--- config.mk ---
export PLATFORM = sky130hd
export DESIGN_NAME = crc_gen
export DESIGN_NICKNAME = d
export VERILOG_FILES = /design/src/hw/crc_gen_pkg.sv /design/src/hw/crc_gen.sv /design/src/hw/crc_lfsr.sv
export VERILOG_INCLUDE_DIRS = /design/src /design/src/hw
export SDC_FILE = /design/constraint.sdc
export NUM_CORES = 1
export LEC_CHECK = 0
export BUFFER_PORTS_ARGS = -buffer_cell sky130_fd_sc_hd__buf_2
export CORE_UTILIZATION = 65
export DETAILED_ROUTE_END_ITERATION = 12
export GPL_TIMING_DRIVEN = 0
export PLACE_DENSITY_LB_ADDON = 0.05
export SETUP_SLACK_MARGIN = 0.2
export SLEW_MARGIN = 30
export SYNTH_ARGS = -nofsm -noshare
export SYNTH_HDL_FRONTEND = slang
export SYNTH_SLANG_ARGS = --single-unit
--- constraint.sdc ---
create_clock -name aclk -period 6.2 [get_ports aclk]
set_clock_uncertainty 0.1 [all_clocks]
set_input_delay 0.31 -clock aclk [delete_from_list [all_inputs] [get_ports aclk]]
set_output_delay 0.31 -clock aclk [all_outputs]
set_load 0.01 [all_outputs]
--- src/hw/crc_gen_defines.svh ---
// register offsets, field positions, reset values and counts of the crc generator
`ifndef CRC_GEN_DEFINES_SVH
`define CRC_GEN_DEFINES_SVH

`define CTRL_OFFSET      12'h000
`define TAP_OFFSET       12'h004
`define WDATA_OFFSET     12'h008
`define IRQ_STAT_OFFSET  12'h00C
`define IRQ_MASK_OFFSET  12'h010

`define CTRL_LEN_LSB     0
`define CTRL_GO_BIT      4
`define CTRL_EMPTY_BIT   6
`define CTRL_FULL_BIT    7
`define CTRL_COUNT_LSB   8
`define CTRL_IDLE_BIT    13

`define CTRL_RESET       16'h0040
`define TAP_RESET        16'h0000
`define DEEP_DEPTH       5'h10
`define SHALLOW_DEPTH    5'h08
`define SHALLOW_LEN_MIN  4'h8
`define FIFO_ENTRIES     16

`endif

--- src/hw/crc_gen_pkg.sv ---
// types shared by the crc generator files
package crc_gen_pkg;

  typedef struct packed {
    logic [3:0]  len;
    logic [15:1] taps;
  } poly_cfg_type;

  typedef enum logic [0:0] {
    eng_idle  = 1'b0,
    eng_shift = 1'b1
  } eng_state_type;

endpackage : crc_gen_pkg

--- src/hw/crc_gen.sv ---
// programmable crc generator with word fifo and axi4-lite register slave
//
// Summary of operation
// software sets length field and tap bits
// constant and top terms always included
// length 1111, taps 12,5 gives ccitt-16
// shifting starts only after go written one
// fifo depth 8 above length 7, else 16
// software writes bytes, low length+1 bits used
// count increments on write reaching top bit
// shift while go and count nonzero
// one bit per clock, length+1 per word
// full at depth, empty at zero
// software primes fifo then polls count
// software drains by running until empty
// software reads result after empty
// write when full wraps count, no interrupt
// software waits a cycle before reading count
// interrupt when count falls one to zero
// clearing go still drains fifo first
// sleep freezes state until clock returns
// feedback is data xor top bit into taps
//
// Register access over AXI4-Lite and the address map were left to the implementer.
`timescale 1ns/1ps
`default_nettype none
`include "crc_gen_defines.svh"
module crc_gen
  import crc_gen_pkg::*;
(
  input  wire logic        aclk,
  input  wire logic        aresetn,
  input  wire logic        idle_req,
  input  wire logic [11:0] s_axi_awaddr,
  input  wire logic        s_axi_awvalid,
  output logic             s_axi_awready,
  input  wire logic [31:0] s_axi_wdata,
  input  wire logic [3:0]  s_axi_wstrb,
  input  wire logic        s_axi_wvalid,
  output logic             s_axi_wready,
  output logic [1:0]       s_axi_bresp,
  output logic             s_axi_bvalid,
  input  wire logic        s_axi_bready,
  input  wire logic [11:0] s_axi_araddr,
  input  wire logic        s_axi_arvalid,
  output logic             s_axi_arready,
  output logic [31:0]      s_axi_rdata,
  output logic [1:0]       s_axi_rresp,
  output logic             s_axi_rvalid,
  input  wire logic        s_axi_rready,
  output logic             irq
);

  // write channel capture
  logic        aw_held;
  logic [11:0] aw_addr;
  logic        w_held;
  logic [31:0] w_data;
  logic [3:0]  w_strb;
  logic        wr_fire;

  assign s_axi_awready = !aw_held && !s_axi_bvalid;
  assign s_axi_wready  = !w_held && !s_axi_bvalid;
  assign wr_fire       = aw_held && w_held;

  always_ff @(posedge aclk) begin
    if (!aresetn) begin
      aw_held <= 1'b0;
      aw_addr <= 12'h000;
    end else if (s_axi_awvalid && s_axi_awready) begin
      aw_held <= 1'b1;
      aw_addr <= s_axi_awaddr;
    end else if (wr_fire) begin
      aw_held <= 1'b0;
    end
  end

  always_ff @(posedge aclk) begin
    if (!aresetn) begin
      w_held <= 1'b0;
      w_data <= 32'h0000_0000;
      w_strb <= 4'h0;
    end else if (s_axi_wvalid && s_axi_wready) begin
      w_held <= 1'b1;
      w_data <= s_axi_wdata;
      w_strb <= s_axi_wstrb;
    end else if (wr_fire) begin
      w_held <= 1'b0;
    end
  end

  logic wr_known;
  logic wr_ctrl;
  logic wr_tap;
  logic wr_wdata;
  logic wr_mask;

  assign wr_ctrl  = wr_fire && aw_addr == `CTRL_OFFSET;
  assign wr_tap   = wr_fire && aw_addr == `TAP_OFFSET;
  assign wr_wdata = wr_fire && aw_addr == `WDATA_OFFSET;
  assign wr_mask  = wr_fire && aw_addr == `IRQ_MASK_OFFSET;
  assign wr_known = wr_ctrl || wr_tap || wr_wdata || wr_mask
                    || aw_addr == `IRQ_STAT_OFFSET;

  always_ff @(posedge aclk) begin
    if (!aresetn) begin
      s_axi_bvalid <= 1'b0;
      s_axi_bresp  <= 2'b00;
    end else if (wr_fire) begin
      s_axi_bvalid <= 1'b1;
      s_axi_bresp  <= wr_known ? 2'b00 : 2'b10;
    end else if (s_axi_bready) begin
      s_axi_bvalid <= 1'b0;
    end
  end

  // control state
  poly_cfg_type  cfg;
  logic          go;
  logic          idle_stop_bit;
  logic [15:0]   mask;
  logic [15:0]   stat;
  logic [4:0]    count;
  logic          idle_s1;
  logic          idle_s2;
  logic          frozen;

  always_ff @(posedge aclk) begin
    if (!aresetn) begin
      idle_s1 <= 1'b0;
      idle_s2 <= 1'b0;
    end else begin
      idle_s1 <= idle_req;
      idle_s2 <= idle_s1;
    end
  end

  // idle with stop set gates the engine exactly as sleep would
  assign frozen = idle_s2 && idle_stop_bit;

  // one process owns the whole cfg struct so it has a single driver
  always_ff @(posedge aclk) begin
    if (!aresetn) begin
      cfg.len       <= 4'(`CTRL_RESET);
      cfg.taps      <= 15'(`TAP_RESET >> 1);
      go            <= 1'b0;
      idle_stop_bit <= 1'b0;
    end else begin
      if (wr_ctrl && w_strb[0]) begin
        cfg.len <= w_data[`CTRL_LEN_LSB +: 4];
        go      <= w_data[`CTRL_GO_BIT];
      end
      if (wr_ctrl && w_strb[1])
        idle_stop_bit <= w_data[`CTRL_IDLE_BIT];
      if (wr_tap)
        cfg.taps <= {w_strb[1] ? w_data[15:8] : cfg.taps[15:8],
                     w_strb[0] ? w_data[7:1] : cfg.taps[7:1]};
    end
  end

  always_ff @(posedge aclk) begin
    if (!aresetn)
      mask <= 16'h0000;
    else if (wr_mask)
      mask <= w_data[15:0];
  end

  // fifo and engine
  logic [4:0]  depth;
  logic        full;
  logic        empty;
  logic        top_lane;
  logic        push;
  logic [15:0] push_word;
  logic [15:0] fifo_mem [`FIFO_ENTRIES];
  logic [3:0]  wr_ptr;
  logic [3:0]  rd_ptr;
  logic [3:0]  bit_idx;
  logic        word_done;
  logic        shifting;
  logic        running;
  logic [15:0] crc;
  logic [15:0] head;

  assign depth = (cfg.len >= `SHALLOW_LEN_MIN) ? `SHALLOW_DEPTH
                                                : `DEEP_DEPTH;
  assign full  = count == depth;
  assign empty = count == 5'h00;
  // a word counts once the lane holding its top bit is written
  assign top_lane  = cfg.len[3] ? w_strb[1] : w_strb[0];
  assign push      = wr_wdata && top_lane && !frozen;
  assign push_word = w_data[15:0];
  assign head      = fifo_mem[rd_ptr];
  // go low still lets the fifo run dry
  assign shifting  = !empty && !frozen && (go || running);
  assign word_done = shifting && bit_idx == cfg.len;

  // running outlives go, so a cleared go still empties the whole fifo
  always_ff @(posedge aclk) begin
    if (!aresetn)
      running <= 1'b0;
    else if (go)
      running <= 1'b1;
    else if (empty)
      running <= 1'b0;
  end

  eng_state_type state;
  assign state = shifting ? eng_shift : eng_idle;

  always_ff @(posedge aclk) begin
    if (push)
      fifo_mem[wr_ptr] <= push_word;
  end

  always_ff @(posedge aclk) begin
    if (!aresetn) begin
      wr_ptr <= 4'h0;
      rd_ptr <= 4'h0;
    end else begin
      if (push)
        wr_ptr <= (full || wr_ptr + 4'h1 == depth[3:0] && !depth[4])
                  ? 4'h0 : wr_ptr + 4'h1;
      if (push && full)
        rd_ptr <= 4'h0;
      else if (word_done)
        rd_ptr <= (rd_ptr + 4'h1 == depth[3:0] && !depth[4])
                  ? 4'h0 : rd_ptr + 4'h1;
    end
  end

  always_ff @(posedge aclk) begin
    if (!aresetn)
      count <= 5'h00;
    else if (push && full)
      count <= 5'h00;
    else if (push && !word_done)
      count <= count + 5'h01;
    else if (word_done && !push)
      count <= count - 5'h01;
  end

  always_ff @(posedge aclk) begin
    if (!aresetn || (push && full))
      bit_idx <= 4'h0;
    else if (word_done)
      bit_idx <= 4'h0;
    else if (shifting)
      bit_idx <= bit_idx + 4'h1;
  end

  // msb of each word goes in first
  logic data_bit;
  assign data_bit = head[cfg.len - bit_idx];

  crc_lfsr u_lfsr (
    .aclk     (aclk),
    .aresetn  (aresetn),
    .cfg      (cfg),
    .shift_en (state == eng_shift),
    .data_bit (data_bit),
    .clear    (1'b0),
    .crc      (crc)
  );

  // interrupt: the wrap to zero is not a drain, so it never fires
  logic fire_event;
  assign fire_event = word_done && count == 5'h01 && !push;

  logic rd_fire;
  logic stat_read;
  assign rd_fire   = s_axi_arvalid && s_axi_arready;
  assign stat_read = rd_fire && s_axi_araddr == `IRQ_STAT_OFFSET;

  always_ff @(posedge aclk) begin
    if (!aresetn)
      stat <= 16'h0000;
    else
      stat <= {stat[15:1] & {15{!stat_read}}, fire_event | (stat[0] & !stat_read)};
  end

  assign irq = |(stat & mask);

  // read channel
  logic [15:0] ctrl_view;
  logic [31:0] rd_mux;
  logic        rd_known;

  assign ctrl_view = {2'b00, idle_stop_bit, count, full, empty, 1'b0, go,
                      cfg.len};
  assign rd_known  = s_axi_araddr == `CTRL_OFFSET
                  || s_axi_araddr == `TAP_OFFSET
                  || s_axi_araddr == `WDATA_OFFSET
                  || s_axi_araddr == `IRQ_STAT_OFFSET
                  || s_axi_araddr == `IRQ_MASK_OFFSET;
  assign rd_mux = (s_axi_araddr == `CTRL_OFFSET)  ? {16'h0000, ctrl_view} :
                  (s_axi_araddr == `TAP_OFFSET)   ? {16'h0000, cfg.taps, 1'b0} :
                  (s_axi_araddr == `WDATA_OFFSET) ? {16'h0000, crc} :
                  (s_axi_araddr == `IRQ_STAT_OFFSET) ? {16'h0000, stat} :
                  (s_axi_araddr == `IRQ_MASK_OFFSET) ? {16'h0000, mask} :
                  32'h0000_0000;
  assign s_axi_arready = !s_axi_rvalid;

  always_ff @(posedge aclk) begin
    if (!aresetn) begin
      s_axi_rvalid <= 1'b0;
      s_axi_rdata  <= 32'h0000_0000;
      s_axi_rresp  <= 2'b00;
    end else if (rd_fire) begin
      s_axi_rvalid <= 1'b1;
      s_axi_rdata  <= rd_mux;
      s_axi_rresp  <= rd_known ? 2'b00 : 2'b10;
    end else if (s_axi_rready) begin
      s_axi_rvalid <= 1'b0;
    end
  end
endmodule : crc_gen
`default_nettype wire

--- src/hw/crc_lfsr.sv ---
// bit-serial crc shift register with programmable length and taps
`timescale 1ns/1ps
`default_nettype none
module crc_lfsr
  import crc_gen_pkg::*;
(
  input  wire logic         aclk,
  input  wire logic         aresetn,
  input  wire poly_cfg_type cfg,
  input  wire logic         shift_en,
  input  wire logic         data_bit,
  input  wire logic         clear,
  output logic [15:0]       crc
);

  logic        feedback;
  logic [15:0] next_crc;

  assign feedback = data_bit ^ crc[cfg.len];

  // stage 0 always takes the feedback; the constant term is implicit
  assign next_crc[0] = feedback;
  genvar i;
  generate
    for (i = 1; i < 16; i = i + 1) begin : g_stage
      assign next_crc[i] = crc[i-1] ^ (cfg.taps[i] & feedback);
    end
  endgenerate

  always_ff @(posedge aclk) begin
    if (!aresetn || clear)
      crc <= 16'h0000;
    else if (shift_en)
      crc <= next_crc;
  end
endmodule : crc_lfsr
`default_nettype wire

Word-level counts from Yosys, hierarchy flattened
Memory sizes are Yosys's and may differ from the RTL's. A register that Yosys moved wholly into a read port is not among the register bits.
Index checks and enable logic that the tools add are counted.
W data, S select, Z words.

word-level totals
  bits in writable memories = 256
  memories kept = 1
  output and inout port bits = 42
  register bits = 159
  word-level logic and storage cells = 177

operators by class
  multiplexer cells = 31
  reductions and logical operators = 62
  bitwise gates (word level) = 36
  equality and inequality tests = 13
  add/subtract/negate cells = 6
  $lt $le $gt $ge = 3

memory list
  memory    depth  width  rd ports  clocked after memory_dff  wr ports  RTL line        text
  fifo_mem  16     16     1         1                         1         crc_gen.sv:175  logic [15:0] fifo_mem [`FIFO_ENTRIES];

operator list
  kind                   count
  $mux W16               5
  $eq A12 B4 Y1 const B  4
  $logic_and A1 B1 Y1    26
  $eq A12 B3 Y1 const B  2
  $eq A12 B5 Y1 const B  2
  $logic_not A12 Y1      2
  $and A1 B1 Y1          16
  $and A16 B16 Y16       1
  $mux W4                4
  $reduce_or A16 Y1      1
  $xor A1 B1 Y1          16
  $and A15 B15 Y15       1
  $mux W1                15
  $mux W5                3
  $add A4 B1 Y4 const B  3
  $eq A4 B4 Y1           3
  $reduce_bool A2 Y1     6
  $logic_not A1 Y1       11
  $logic_or A1 B1 Y1     11
  $lt A4 B5 Y1 const B   2
  $bmux W1 S4            2
  $add A5 B1 Y5 const B  1
  $eq A5 B1 Y1 const B   1
  $eq A5 B5 Y1           1
  other kinds (9)        12

Logic depth before layout (Yosys ltp)
Gate-level depths: netlist (run 1).

  depth in word-level cells = 8
  depth in mapped cells = 15
  mapped depth without buffers = 12

Cells and area by module
Synthesis (run 1) repeated with hierarchy kept, for this count alone.

second synthesis, totals
  cells, all modules = 1276
  area total of the unflattened synthesis = 17078.9 um^2

by module, submodules not included
  module    times used  area an instance (um^2)  seq. area each (um^2)  cells an instance
  crc_gen   1           15932.8                  10269.8                1133
  crc_lfsr  1           1146.1                   320.3                  143

Least setup slack after synthesis (run 1)
No wires, ideal clock.

  path kind = register to register
  start = register, netlist name cfg[15]
  end = register u_lfsr.crc[15]
  library setup time = 0.131 ns
  cell stages (with the launch flop) = 16
  clock period less this slack = 3.747 ns
  arrival = 3.517 ns
  required time = 5.969 ns
  slack = 2.453 ns
  cell sequence = dfxtp_1 -> clkbuf_1 -> inv_1 -> ha_1 -> inv_1 -> fa_1 -> clkbuf_1 -> nand2b_1 -> nor2_1 -> o211ai_1 -> or4bb_1 -> or4_1 -> a21bo_1 -> buf_2 -> a2111oi_2 -> a211oi_1

on the way
  word-level cells in the longest chain between the ends = 6
  elaborated cells on any way between the ends = 8

ends and longest elaborated chain
  item                           RTL line        text
  $sub A4 B4 Y4                  crc_gen.sv:254  assign data_bit = head[cfg.len - bit_idx];
  $bmux W1 S4                    crc_gen.sv:254
  $mux W1 (not written as such)  crc_gen.sv:254
  $xor A1 B1 Y1 (*)              crc_lfsr.sv:19  assign feedback = data_bit ^ crc[cfg.len];
  $and A1 B1 Y1 (*)              crc_lfsr.sv:26  assign next_crc[i] = crc[i-1] ^ (cfg.taps[i] & feedback);
  $xor A1 B1 Y1 (*)              crc_lfsr.sv:26
  end signal, assigned           crc_lfsr.sv:34  crc <= next_crc;
  end, declared                  crc_lfsr.sv:13  output logic [15:0] crc

Mark *: on every way between the ends. The rest lies on a longest branch, timed or not. The select of a mux whose other input is x is not followed.
A chain may end at the register's enable or synchronous reset.

Worst setup path in the final report (run 1)
  start = register, netlist name cfg[15]
  end = register u_lfsr.crc[10]

on the way
  word-level cells in the longest chain between the ends = 6
  elaborated cells on any way between the ends = 8

ends and longest elaborated chain
  item                           RTL line
  $sub A4 B4 Y4                  crc_gen.sv:254
  $bmux W1 S4                    crc_gen.sv:254
  $mux W1 (not written as such)  crc_gen.sv:254
  $xor A1 B1 Y1 (*)              crc_lfsr.sv:19
  $and A1 B1 Y1 (*)              crc_lfsr.sv:26
  $xor A1 B1 Y1 (*)              crc_lfsr.sv:26

Marked as above.

==> results of run 1 <==
==> power by group through the flow <==
stage	registers, mW	clock network (mW)	logic, mW
after floorplan	2.96	0	0.0804
after global placement	2.97	0	0.131
after detailed placement	2.98	0	0.133
after CTS	2.92	2.27	0.151
after global routing	2.92	2.38	0.171
final	2.92	2.28	0.155
==> per-stage QoR <==
stage	instances	power [mW]	util, %
global placement	1674	3.10	70.1
floorplan	1272	3.04	-
global route	1801	5.47	78.1
finish	1801	5.36	78.1
detailed placement	1695	3.11	71.9
CTS	1801	5.34	78.1
==> synth_stat cells (all sizes together) (3+ instances only) <==
cell     number
edfxtp      256
dfxtp       145
nand2       131
nor2         65
mux2i        64
mux4         64
clkbuf       52
nor2b        49
buf          41
o21ai        36
a21boi       33
a21oi        31
a211oi       30
inv          29
and3         18
a221oi       16
ha           16
nand3        15
o211a        15
a21o         14
and2         14
nor3         13
a222oi       11
a22oi        10
xnor2         9
nand2b        8
nand4         6
a22o          5
nor3b         5
nor4          5
xor2          5
a31oi         4
nand3b        4
or4           4
a2111oi       3
a311oi        3
o221ai        3
==> worst max-delay path, delay by kind of cell, from the launching register on <==
family	cells	cell delay [ns]
adder cells (fa/ha/maj)	2	0.72
AND/OR/NAND/NOR	4	1.54
AO/OA/AOI/OAI	4	0.83
flip-flops	1	0.29
buffers and inverters	5	1.13
==> state kept, by name, indices dropped and copies added (netlist names), 2 cells and up, named ones only <==
name and flops:
aw_addr 12, cfg 19, stat 16, w_data 16
count 5, rd_ptr 4, w_strb 2, bit_idx 4
s_axi_rdata 16, fifo_mem 256, u_lfsr.crc 16, mask 16
wr_ptr 4
==> layer usage <==
| layer | vias up | wire (um) | global-route usage, % |
|---|---|---|---|
| li1 | 5068 | - | - |
| met1 | 5695 | 17200 | 46.1 |
| met2 | 754 | 22800 | 59.9 |
| met3 | 150 | 4120 | 4.29 |
| met4 | 0 | 2330 | 16.2 |
| met5 | - | 0 | 0 |
==> cell type report <==
cell class,instances,area (um2)
well taps,330,413
inverters,31,116
clock buffers,58,1130
fillers,1458,5540
flip-flops and latches,401,10600
multi-input cells,747,5940
plain buffers,93,458
clock inverters,14,87.6
repair buffers,127,1040
==> final timing paths <==
kind,endpoint,slack [ns]
max,u_lfsr.crc[10],1.45
min reg2reg,idle_s2,0.34
max reg2reg,u_lfsr.crc[10],1.45
min,aw_addr[0],0.06
==> repair_timing <==
action	in CTS	in global routing
endpoints found under the hold margin	33	0
hold buffers	34	0
setup endpoints to repair	0	0
==> layout by cell type, fill, tap and decap left out, types with 14 or more instances in the layout <==
cell | synthesis | final
sky130_fd_sc_hd__o21ai_0 | 35 | 35
sky130_fd_sc_hd__conb_1 | 1 | 18
sky130_fd_sc_hd__nor2_1 | 65 | 53
sky130_fd_sc_hd__buf_4 | 20 | 26
sky130_fd_sc_hd__o211a_1 | 15 | 15
sky130_fd_sc_hd__nand2_1 | 131 | 131
sky130_fd_sc_hd__clkbuf_16 | 0 | 42
sky130_fd_sc_hd__dlygate4sd3_1 | 0 | 34
sky130_fd_sc_hd__ha_1 | 16 | 16
sky130_fd_sc_hd__buf_2 | 15 | 88
sky130_fd_sc_hd__dfxtp_1 | 145 | 145
sky130_fd_sc_hd__nor2b_1 | 49 | 49
sky130_fd_sc_hd__inv_1 | 29 | 29
sky130_fd_sc_hd__and2_1 | 14 | 14
sky130_fd_sc_hd__a211oi_1 | 30 | 30
sky130_fd_sc_hd__a21oi_1 | 31 | 31
sky130_fd_sc_hd__mux4_2 | 64 | 64
sky130_fd_sc_hd__and3_1 | 18 | 18
sky130_fd_sc_hd__nand3_1 | 15 | 15
sky130_fd_sc_hd__a221oi_1 | 16 | 16
sky130_fd_sc_hd__mux2i_1 | 64 | 64
sky130_fd_sc_hd__a21boi_0 | 33 | 33
sky130_fd_sc_hd__edfxtp_1 | 256 | 256
sky130_fd_sc_hd__a21o_1 | 14 | 14
sky130_fd_sc_hd__clkbuf_1 | 52 | 65
==> cells by family after synthesis <==
logic type                 Yosys count
adders and majority gates           17
buffers and inverters              124
xor gates and xnor gates            14
AOI/OAI and AO/OA                  224
DFF                                401
and+or+nand+nor                    344
muxes                              130
other                                1
==> metrics.txt, run 1 <==
# TYPE chip_impl_metric gauge
chip_impl_info{name="status",value="finished clean"} 1
chip_impl_metric{name="async_set_or_reset_flop_fraction_in_the_synthesized_netlist",unit="%"} 0
chip_impl_metric{name="final_min_period_over_clock_period",unit="%"} 76.6
chip_impl_metric{name="antenna_violating_nets_left",unit=""} 0
chip_impl_metric{name="synthMuxAreaShare",unit="%"} 12.4
chip_impl_metric{name="synth_seq_area_share",unit="%"} 62.6
chip_impl_metric{name="drt-wirelength-per-cell",unit="um"} 25.8
chip_impl_metric{name="boundaryPins",unit=""} 110
chip_impl_info{name="worst_path_max_delay_cell",value="sky130_fd_sc_hd__or4_1"} 1
chip_impl_metric{name="post_synth_instance_area",unit="um2"} 16900
chip_impl_metric{name="num-nets-final",unit=""} 1525
chip_impl_metric{name="timing.final.ws_setup",unit="ns"} 1.45
chip_impl_metric{name="drc_errors",unit=""} 0
chip_impl_metric{name="placeableCoreArea",unit="um2"} 25300
chip_impl_metric{name="synth_cell_type_count",unit=""} 61
chip_impl_metric{name="power.density",unit="nW/um2"} 271
chip_impl_metric{name="setup_violations",unit=""} 0
chip_impl_metric{name="intPower",unit="mW"} 4.22
chip_impl_metric{name="yosys.area_share.simple",unit="%"} 9.83
chip_impl_metric{name="place_worst_setup_slack",unit="ns"} 1.68
chip_impl_metric{name="fp.dieArea",unit="um2"} 26700
chip_impl_metric{name="drv.max_cap_violation_count",unit=""} 0
chip_impl_metric{name="period_minus_slack",unit="ns"} 4.75
chip_impl_metric{name="die_width",unit="um"} 163
chip_impl_metric{name="grt_start_max_net_pins",unit=""} 21
chip_impl_info{name="critical_r2r_launch",value="cfg[15]"} 1
chip_impl_metric{name="cts_made_buffers",unit=""} 39
chip_impl_metric{name="fraction_of_power_spent_switching_nets",unit="%"} 21.2
chip_impl_info{name="worst_path_most_repeated_cell",value="sky130_fd_sc_hd__clkbuf_1"} 1
chip_impl_metric{name="drt-total-wl",unit="um"} 46500
chip_impl_metric{name="grt_first_pass_wirelength",unit="um"} 68700
chip_impl_metric{name="reg2reg_depth",unit=""} 15
chip_impl_info{name="rsz_0062_raised_after_global_routing",value="no"} 1
chip_impl_metric{name="ir_worst_vdd",unit="mV"} 0.201
chip_impl_info{name="clock-root-buffer",value="sky130_fd_sc_hd__clkbuf_16"} 1
chip_impl_metric{name="post_synth_fa_ha_maj_area_fraction",unit="%"} 1.30
chip_impl_metric{name="maximum_fanout_along_the_worst_path",unit=""} 10
chip_impl_metric{name="holdPathStages",unit=""} 4
chip_impl_metric{name="initial_core_util",unit="%"} 66.8
chip_impl_info{name="synth.top_cells.by_area",value="sky130_fd_sc_hd__edfxtp_1 45%, sky130_fd_sc_hd__dfxtp_1 17%, sky130_fd_sc_hd__mux4_2 8.5%, sky130_fd_sc_hd__mux2i_1 3.8%, sky130_fd_sc_hd__nand2_1 2.9%"} 1
chip_impl_info{name="dominant_combinational_cell_family_by_area_after_synthesis",value="multiplexers"} 1
chip_impl_info{name="crit_path_start_kind",value="register"} 1
chip_impl_metric{name="worst-endpoint-required",unit="ns"} 6.50
chip_impl_metric{name="diodes",unit=""} 0
chip_impl_metric{name="timing.critical_path.arrival",unit="ns"} 5.05
chip_impl_metric{name="antenna_found_initial",unit=""} 0
chip_impl_info{name="critPathLaunch",value="cfg[15]"} 1
chip_impl_metric{name="dp.final_hpwl",unit="um"} 30500
chip_impl_metric{name="p_seq_share",unit="%"} 54.5
chip_impl_metric{name="power.static_leakage",unit="nW"} 6.76
chip_impl_metric{name="syn_inst_count",unit=""} 1255
chip_impl_metric{name="chipHeight",unit="um"} 163
chip_impl_info{name="critical_path_class",value="register to register"} 1
chip_impl_metric{name="final_layout_size_suffix_gt1_share",unit="%"} 18.8
chip_impl_info{name="hold_path.class",value="input pin to register"} 1
chip_impl_metric{name="vias",unit=""} 11700
chip_impl_metric{name="yosys.area.top_type_share",unit="%"} 45.5
chip_impl_info{name="worst_hold_startpoint",value="s_axi_awvalid"} 1
chip_impl_metric{name="power_switching",unit="mW"} 1.14
chip_impl_metric{name="grt_pass1_vias",unit=""} 11300
chip_impl_metric{name="clk_path_buf_depth",unit=""} 3
chip_impl_metric{name="global_route.overflow_total",unit=""} 0
chip_impl_metric{name="postLayoutCellArea",unit="um2"} 19800
chip_impl_metric{name="globalplace.congestion",unit=""} 0.959
chip_impl_metric{name="drt_pass1_iterations",unit=""} 8
chip_impl_metric{name="placementRows",unit=""} 58
chip_impl_metric{name="drt-vias-per-instance",unit=""} 6.48
chip_impl_metric{name="slew_viol_final",unit=""} 0
chip_impl_metric{name="timing_hold_violations_final",unit=""} 0
chip_impl_metric{name="post_cts_resized",unit=""} 0
chip_impl_metric{name="synth.avg_cell_area",unit="um2"} 13.5
chip_impl_metric{name="track_usage",unit="%"} 35.5
chip_impl_info{name="netlist.top_cell.by_area",value="sky130_fd_sc_hd__edfxtp_1"} 1
chip_impl_metric{name="finalSetupTns",unit="ns"} 0
chip_impl_metric{name="largest_incremental_delay_on_the_critical_path",unit="ns"} 0.60
chip_impl_metric{name="power.combinational.fraction",unit="%"} 2.9
chip_impl_metric{name="synth-warning-count",unit=""} 0
chip_impl_metric{name="post-cts-setup-buffers",unit=""} 0
chip_impl_metric{name="power_frac_clock",unit="%"} 42.6
chip_impl_metric{name="slew_headroom",unit="%"} 35.8
chip_impl_metric{name="synth_enable_flop_cells",unit=""} 256
chip_impl_metric{name="whs",unit="ns"} 0.0634
chip_impl_metric{name="achievable-frequency",unit="GHz"} 0.210
chip_impl_metric{name="worst_setup_hold_path_clk_slew",unit="ns"} 0.06
chip_impl_metric{name="fraction_of_the_mapped_netlist_area_in_compound_gates",unit="%"} 9.67
chip_impl_metric{name="area_growth",unit="%"} 17.0
chip_impl_metric{name="synth-seq-cells",unit=""} 401
chip_impl_metric{name="worst_pin_slew",unit="ns"} 0.963
chip_impl_info{name="tritoncts",value="done"} 1
chip_impl_info{name="worstSetupEndpointType",value="register"} 1
chip_impl_metric{name="worst_skew_pair.late_latency",unit="ns"} 0.53
chip_impl_metric{name="area_of_placed_instances",unit="um2"} 18200
chip_impl_metric{name="clkSinkCount",unit=""} 401
chip_impl_metric{name="portBuffers",unit=""} 72
chip_impl_info{name="timing.critical_path.cells",value="clkbuf_1 -> inv_1 -> ha_1 -> inv_1 -> fa_1 -> clkbuf_1 -> nand2b_1 -> nor2_1 -> o211ai_1 -> or4bb_1 -> or4_1 -> a21bo_1 -> clkbuf_1 -> a211oi_1 -> a211oi_1"} 1
chip_impl_metric{name="initialDrtViolationCount",unit=""} 1499
chip_impl_info{name="synth_ff_type",value="sky130_fd_sc_hd__edfxtp_1"} 1
chip_impl_metric{name="synthXorXnorAreaFrac",unit="%"} 0.725
chip_impl_metric{name="htreeDepth",unit=""} 2
Power figures use the tool's default switching activity.
==> inputs of run 2 (changes only) <==
Settings changed: ABC_AREA from default to 1, CORE_UTILIZATION 65 to 61.
Clock period 6.2 ns to 4.6 ns, I/O delays scaled along.
==> metrics.txt, run 2 <==
# TYPE chip_impl_metric gauge
chip_impl_info{name="status",value="finished clean"} 1
chip_impl_metric{name="worst_skew_pair.late_latency",unit="ns"} 0.54
chip_impl_metric{name="drt_pass1_iterations",unit=""} 6
chip_impl_metric{name="timing_hold_violations_final",unit=""} 0
chip_impl_metric{name="setup_violations",unit=""} 0
chip_impl_info{name="final_common_cell",value="sky130_fd_sc_hd__nand2_1"} 1
chip_impl_metric{name="diodes",unit=""} 0
chip_impl_metric{name="clk_path_buf_depth",unit=""} 3
chip_impl_metric{name="chipHeight",unit="um"} 170
chip_impl_metric{name="fp.dieArea",unit="um2"} 28900
chip_impl_metric{name="final_layout_size_suffix_gt1_share",unit="%"} 11.4
chip_impl_info{name="worstSetupEndpointType",value="register"} 1
chip_impl_metric{name="async_set_or_reset_flop_fraction_in_the_synthesized_netlist",unit="%"} 0
chip_impl_metric{name="total_placed_cells_including_tap_cells",unit=""} 2283
chip_impl_metric{name="yosys.area_share.simple",unit="%"} 21.8
chip_impl_metric{name="largest_register_ffs",unit=""} 256
chip_impl_info{name="layout_common_cells",value="411 x sky130_fd_sc_hd__nand2_1, 330 x sky130_fd_sc_hd__nand3_1, 256 x sky130_fd_sc_hd__edfxtp_1"} 1
chip_impl_metric{name="layout.cells.non_filler",unit=""} 2391
chip_impl_metric{name="post_synth_instance_area",unit="um2"} 17200
chip_impl_metric{name="final_min_period_over_clock_period",unit="%"} 86.7
chip_impl_metric{name="htreeDepth",unit=""} 2
chip_impl_metric{name="vias",unit=""} 13900
chip_impl_metric{name="global_route.overflow_total",unit=""} 0
chip_impl_metric{name="post_synth_fa_ha_maj_area_fraction",unit="%"} 1.28
chip_impl_info{name="dominant_combinational_cell_family_by_area_after_synthesis",value="simple AND/OR/NAND/NOR gates"} 1
chip_impl_info{name="largestRegisters",value="fifo_mem (256), cfg (19)"} 1
chip_impl_info{name="synth_ff_type",value="sky130_fd_sc_hd__edfxtp_1"} 1
chip_impl_info{name="max_flop_register",value="fifo_mem"} 1
chip_impl_metric{name="clkSinkCount",unit=""} 401
chip_impl_metric{name="area_of_placed_instances",unit="um2"} 18300
chip_impl_metric{name="power.density",unit="nW/um2"} 377
chip_impl_metric{name="synthXorXnorAreaFrac",unit="%"} 0.509
chip_impl_metric{name="drt-vias-per-instance",unit=""} 5.81
chip_impl_metric{name="postLayoutCellArea",unit="um2"} 20000
chip_impl_metric{name="die_width",unit="um"} 170
chip_impl_info{name="most_numerous_cell_in_the_yosys_netlist",value="sky130_fd_sc_hd__nand2_1"} 1
chip_impl_metric{name="placementRows",unit=""} 61
chip_impl_metric{name="num-nets-final",unit=""} 2066
chip_impl_metric{name="synth-seq-cells",unit=""} 401
chip_impl_metric{name="worst-endpoint-required",unit="ns"} 4.91
chip_impl_metric{name="synthMuxAreaShare",unit="%"} 0
chip_impl_metric{name="timing.critical_path.arrival",unit="ns"} 4.30
chip_impl_metric{name="dp.final_hpwl",unit="um"} 32200
chip_impl_metric{name="antenna_violating_nets_left",unit=""} 0
chip_impl_info{name="clock-root-buffer",value="sky130_fd_sc_hd__clkbuf_16"} 1
chip_impl_metric{name="globalplace.congestion",unit=""} 0.959
chip_impl_metric{name="drc_errors",unit=""} 0
chip_impl_metric{name="initialDrtViolationCount",unit=""} 1265
chip_impl_metric{name="synth.avg_cell_area",unit="um2"} 9.50
chip_impl_metric{name="period_minus_slack",unit="ns"} 3.99
chip_impl_metric{name="yosys.area.top_type_share",unit="%"} 44.7
chip_impl_info{name="tritoncts",value="done"} 1
chip_impl_metric{name="area_growth",unit="%"} 16.2
chip_impl_info{name="hold_path.class",value="input pin to register"} 1
chip_impl_metric{name="initial_core_util",unit="%"} 62.0
chip_impl_metric{name="grt_start_max_net_pins",unit=""} 21
chip_impl_metric{name="ir_worst_vdd",unit="mV"} 0.279
chip_impl_metric{name="worst_setup_hold_path_clk_slew",unit="ns"} 0.06
chip_impl_metric{name="achievable-frequency",unit="GHz"} 0.251
chip_impl_metric{name="boundaryPins",unit=""} 110
chip_impl_info{name="rsz_0062_raised_after_global_routing",value="no"} 1
chip_impl_metric{name="drt-wirelength-per-cell",unit="um"} 20.3
chip_impl_metric{name="maximum_fanout_along_the_worst_path",unit=""} 10
chip_impl_info{name="critical_path_class",value="register to register"} 1
chip_impl_metric{name="synth_seq_area_share",unit="%"} 61.5
chip_impl_metric{name="worst_pin_slew",unit="ns"} 0.972
chip_impl_metric{name="cts_made_buffers",unit=""} 41
chip_impl_metric{name="finalSetupTns",unit="ns"} 0
chip_impl_metric{name="drt-total-wl",unit="um"} 48600
chip_impl_metric{name="slew_viol_final",unit=""} 0
chip_impl_metric{name="fraction_of_the_mapped_netlist_area_in_compound_gates",unit="%"} 7.79
chip_impl_metric{name="post-cts-setup-buffers",unit=""} 0
chip_impl_info{name="netlist.top_cell.by_area",value="sky130_fd_sc_hd__edfxtp_1"} 1
chip_impl_info{name="crit_path_start_kind",value="register"} 1
chip_impl_metric{name="slew_headroom",unit="%"} 35.1
chip_impl_metric{name="placeableCoreArea",unit="um2"} 27800
chip_impl_metric{name="antenna_found_initial",unit=""} 0
chip_impl_metric{name="track_usage",unit="%"} 34.3
chip_impl_metric{name="drv.max_cap_violation_count",unit=""} 0
chip_impl_metric{name="power.static_leakage",unit="nW"} 7.67
chip_impl_metric{name="synth-warning-count",unit=""} 0
chip_impl_info{name="synth.top_cells.by_area",value="sky130_fd_sc_hd__edfxtp_1 45%, sky130_fd_sc_hd__dfxtp_1 17%, sky130_fd_sc_hd__nand3_1 9.6%, sky130_fd_sc_hd__nand2_1 9.0%, sky130_fd_sc_hd__a21oi_1 3.4%"} 1
chip_impl_metric{name="grt_first_pass_wirelength",unit="um"} 73600
chip_impl_metric{name="grt_pass1_vias",unit=""} 13400
chip_impl_metric{name="syn_inst_count",unit=""} 1812
chip_impl_metric{name="totalPowerFinal",unit="mW"} 7.54
chip_impl_metric{name="whs",unit="ns"} 0.0530
chip_impl_metric{name="synth_cell_type_count",unit=""} 38
chip_impl_metric{name="synth_enable_flop_cells",unit=""} 256
chip_impl_metric{name="portBuffers",unit=""} 73
chip_impl_info{name="yosys-top-cells-count",value="411 x sky130_fd_sc_hd__nand2_1, 330 x sky130_fd_sc_hd__nand3_1, 256 x sky130_fd_sc_hd__edfxtp_1, 157 x sky130_fd_sc_hd__inv_1, 145 x sky130_fd_sc_hd__dfxtp_1"} 1
[run 2: routing by layer]
layer / wire length, um / GRT usage [%] / vias up
li1: - / - / 6495
met1: 18900 / 41.8 / 6600
met2: 23000 / 57.9 / 639
met3: 3760 / 5.21 / 167
met4: 2990 / 20.5 / 0
met5: 0 / 0 / -
[run 2: final cells by class]
cell class              instances  area, um2
fillers                      2085       7790
repair buffers                109        753
clock buffers                  56       1180
clock inverters                19        180
plain buffers                 109        612
inverters                     163        616
well taps                     378        473
multi-input cells            1156       5590
flip-flops and latches        401      10600
[run 2: critical path, stage by stage (launching register included)]
cell and delay, ns:
sky130_fd_sc_hd__dfxtp_1 0.32, sky130_fd_sc_hd__buf_2 0.20, sky130_fd_sc_hd__clkinv_1 0.28, sky130_fd_sc_hd__ha_1 0.37
sky130_fd_sc_hd__buf_2 0.31, sky130_fd_sc_hd__clkinvlp_4 0.38, sky130_fd_sc_hd__nor4_2 0.53, sky130_fd_sc_hd__inv_1 0.24
sky130_fd_sc_hd__ha_1 0.39, sky130_fd_sc_hd__inv_1 0.12, sky130_fd_sc_hd__nand2_1 0.08, sky130_fd_sc_hd__o31ai_1 0.19
sky130_fd_sc_hd__o21ai_0 0.14, sky130_fd_sc_hd__xor2_1 0.15, sky130_fd_sc_hd__nor2_1 0.06
[run 2: what timing repair did]
| item | CTS | global route |
|---|---|---|
| resized for setup | 0 | 2 |
| hold buffers | 33 | 0 |
| endpoints found under the setup margin | 0 | 2 |
| hold endpoints to repair | 33 | 0 |
[run 2: worst paths after layout]
| kind | start | endpoint | slack, ns | cells past startpoint |
|---|---|---|---|---|
| max | cfg[15] | count[3] | 0.61 | 14 |
| min | s_axi_awvalid | aw_held | 0.05 | 5 |
| max reg2reg | cfg[15] | count[3] | 0.61 | 14 |
| min reg2reg | idle_s1 | idle_s2 | 0.30 | 2 |
[run 2: metrics by stage]
stage,setup WS [ns],utilization [%]
floorplan,1.44,-
global placement,0.356,65.2
detailed placement,0.331,65.8
CTS,0.292,71.9
global route,0.207,72.0
finish,0.611,72.0
[run 2: kinds of logic after synthesis]
family / count (synthesis)
AO/OA/AOI/OAI: 246
other: 1
buffers and inverters: 272
adder cells (fa/ha/maj): 17
XOR/XNOR: 10
AND/OR/NAND/NOR: 865
flip-flops: 401
[run 2: report_power, final]
group | switching [mW] | internal [mW]
logic | 0.121 | 0.0808
clock network | 1.38 | 1.97
registers | 0.0976 | 3.88
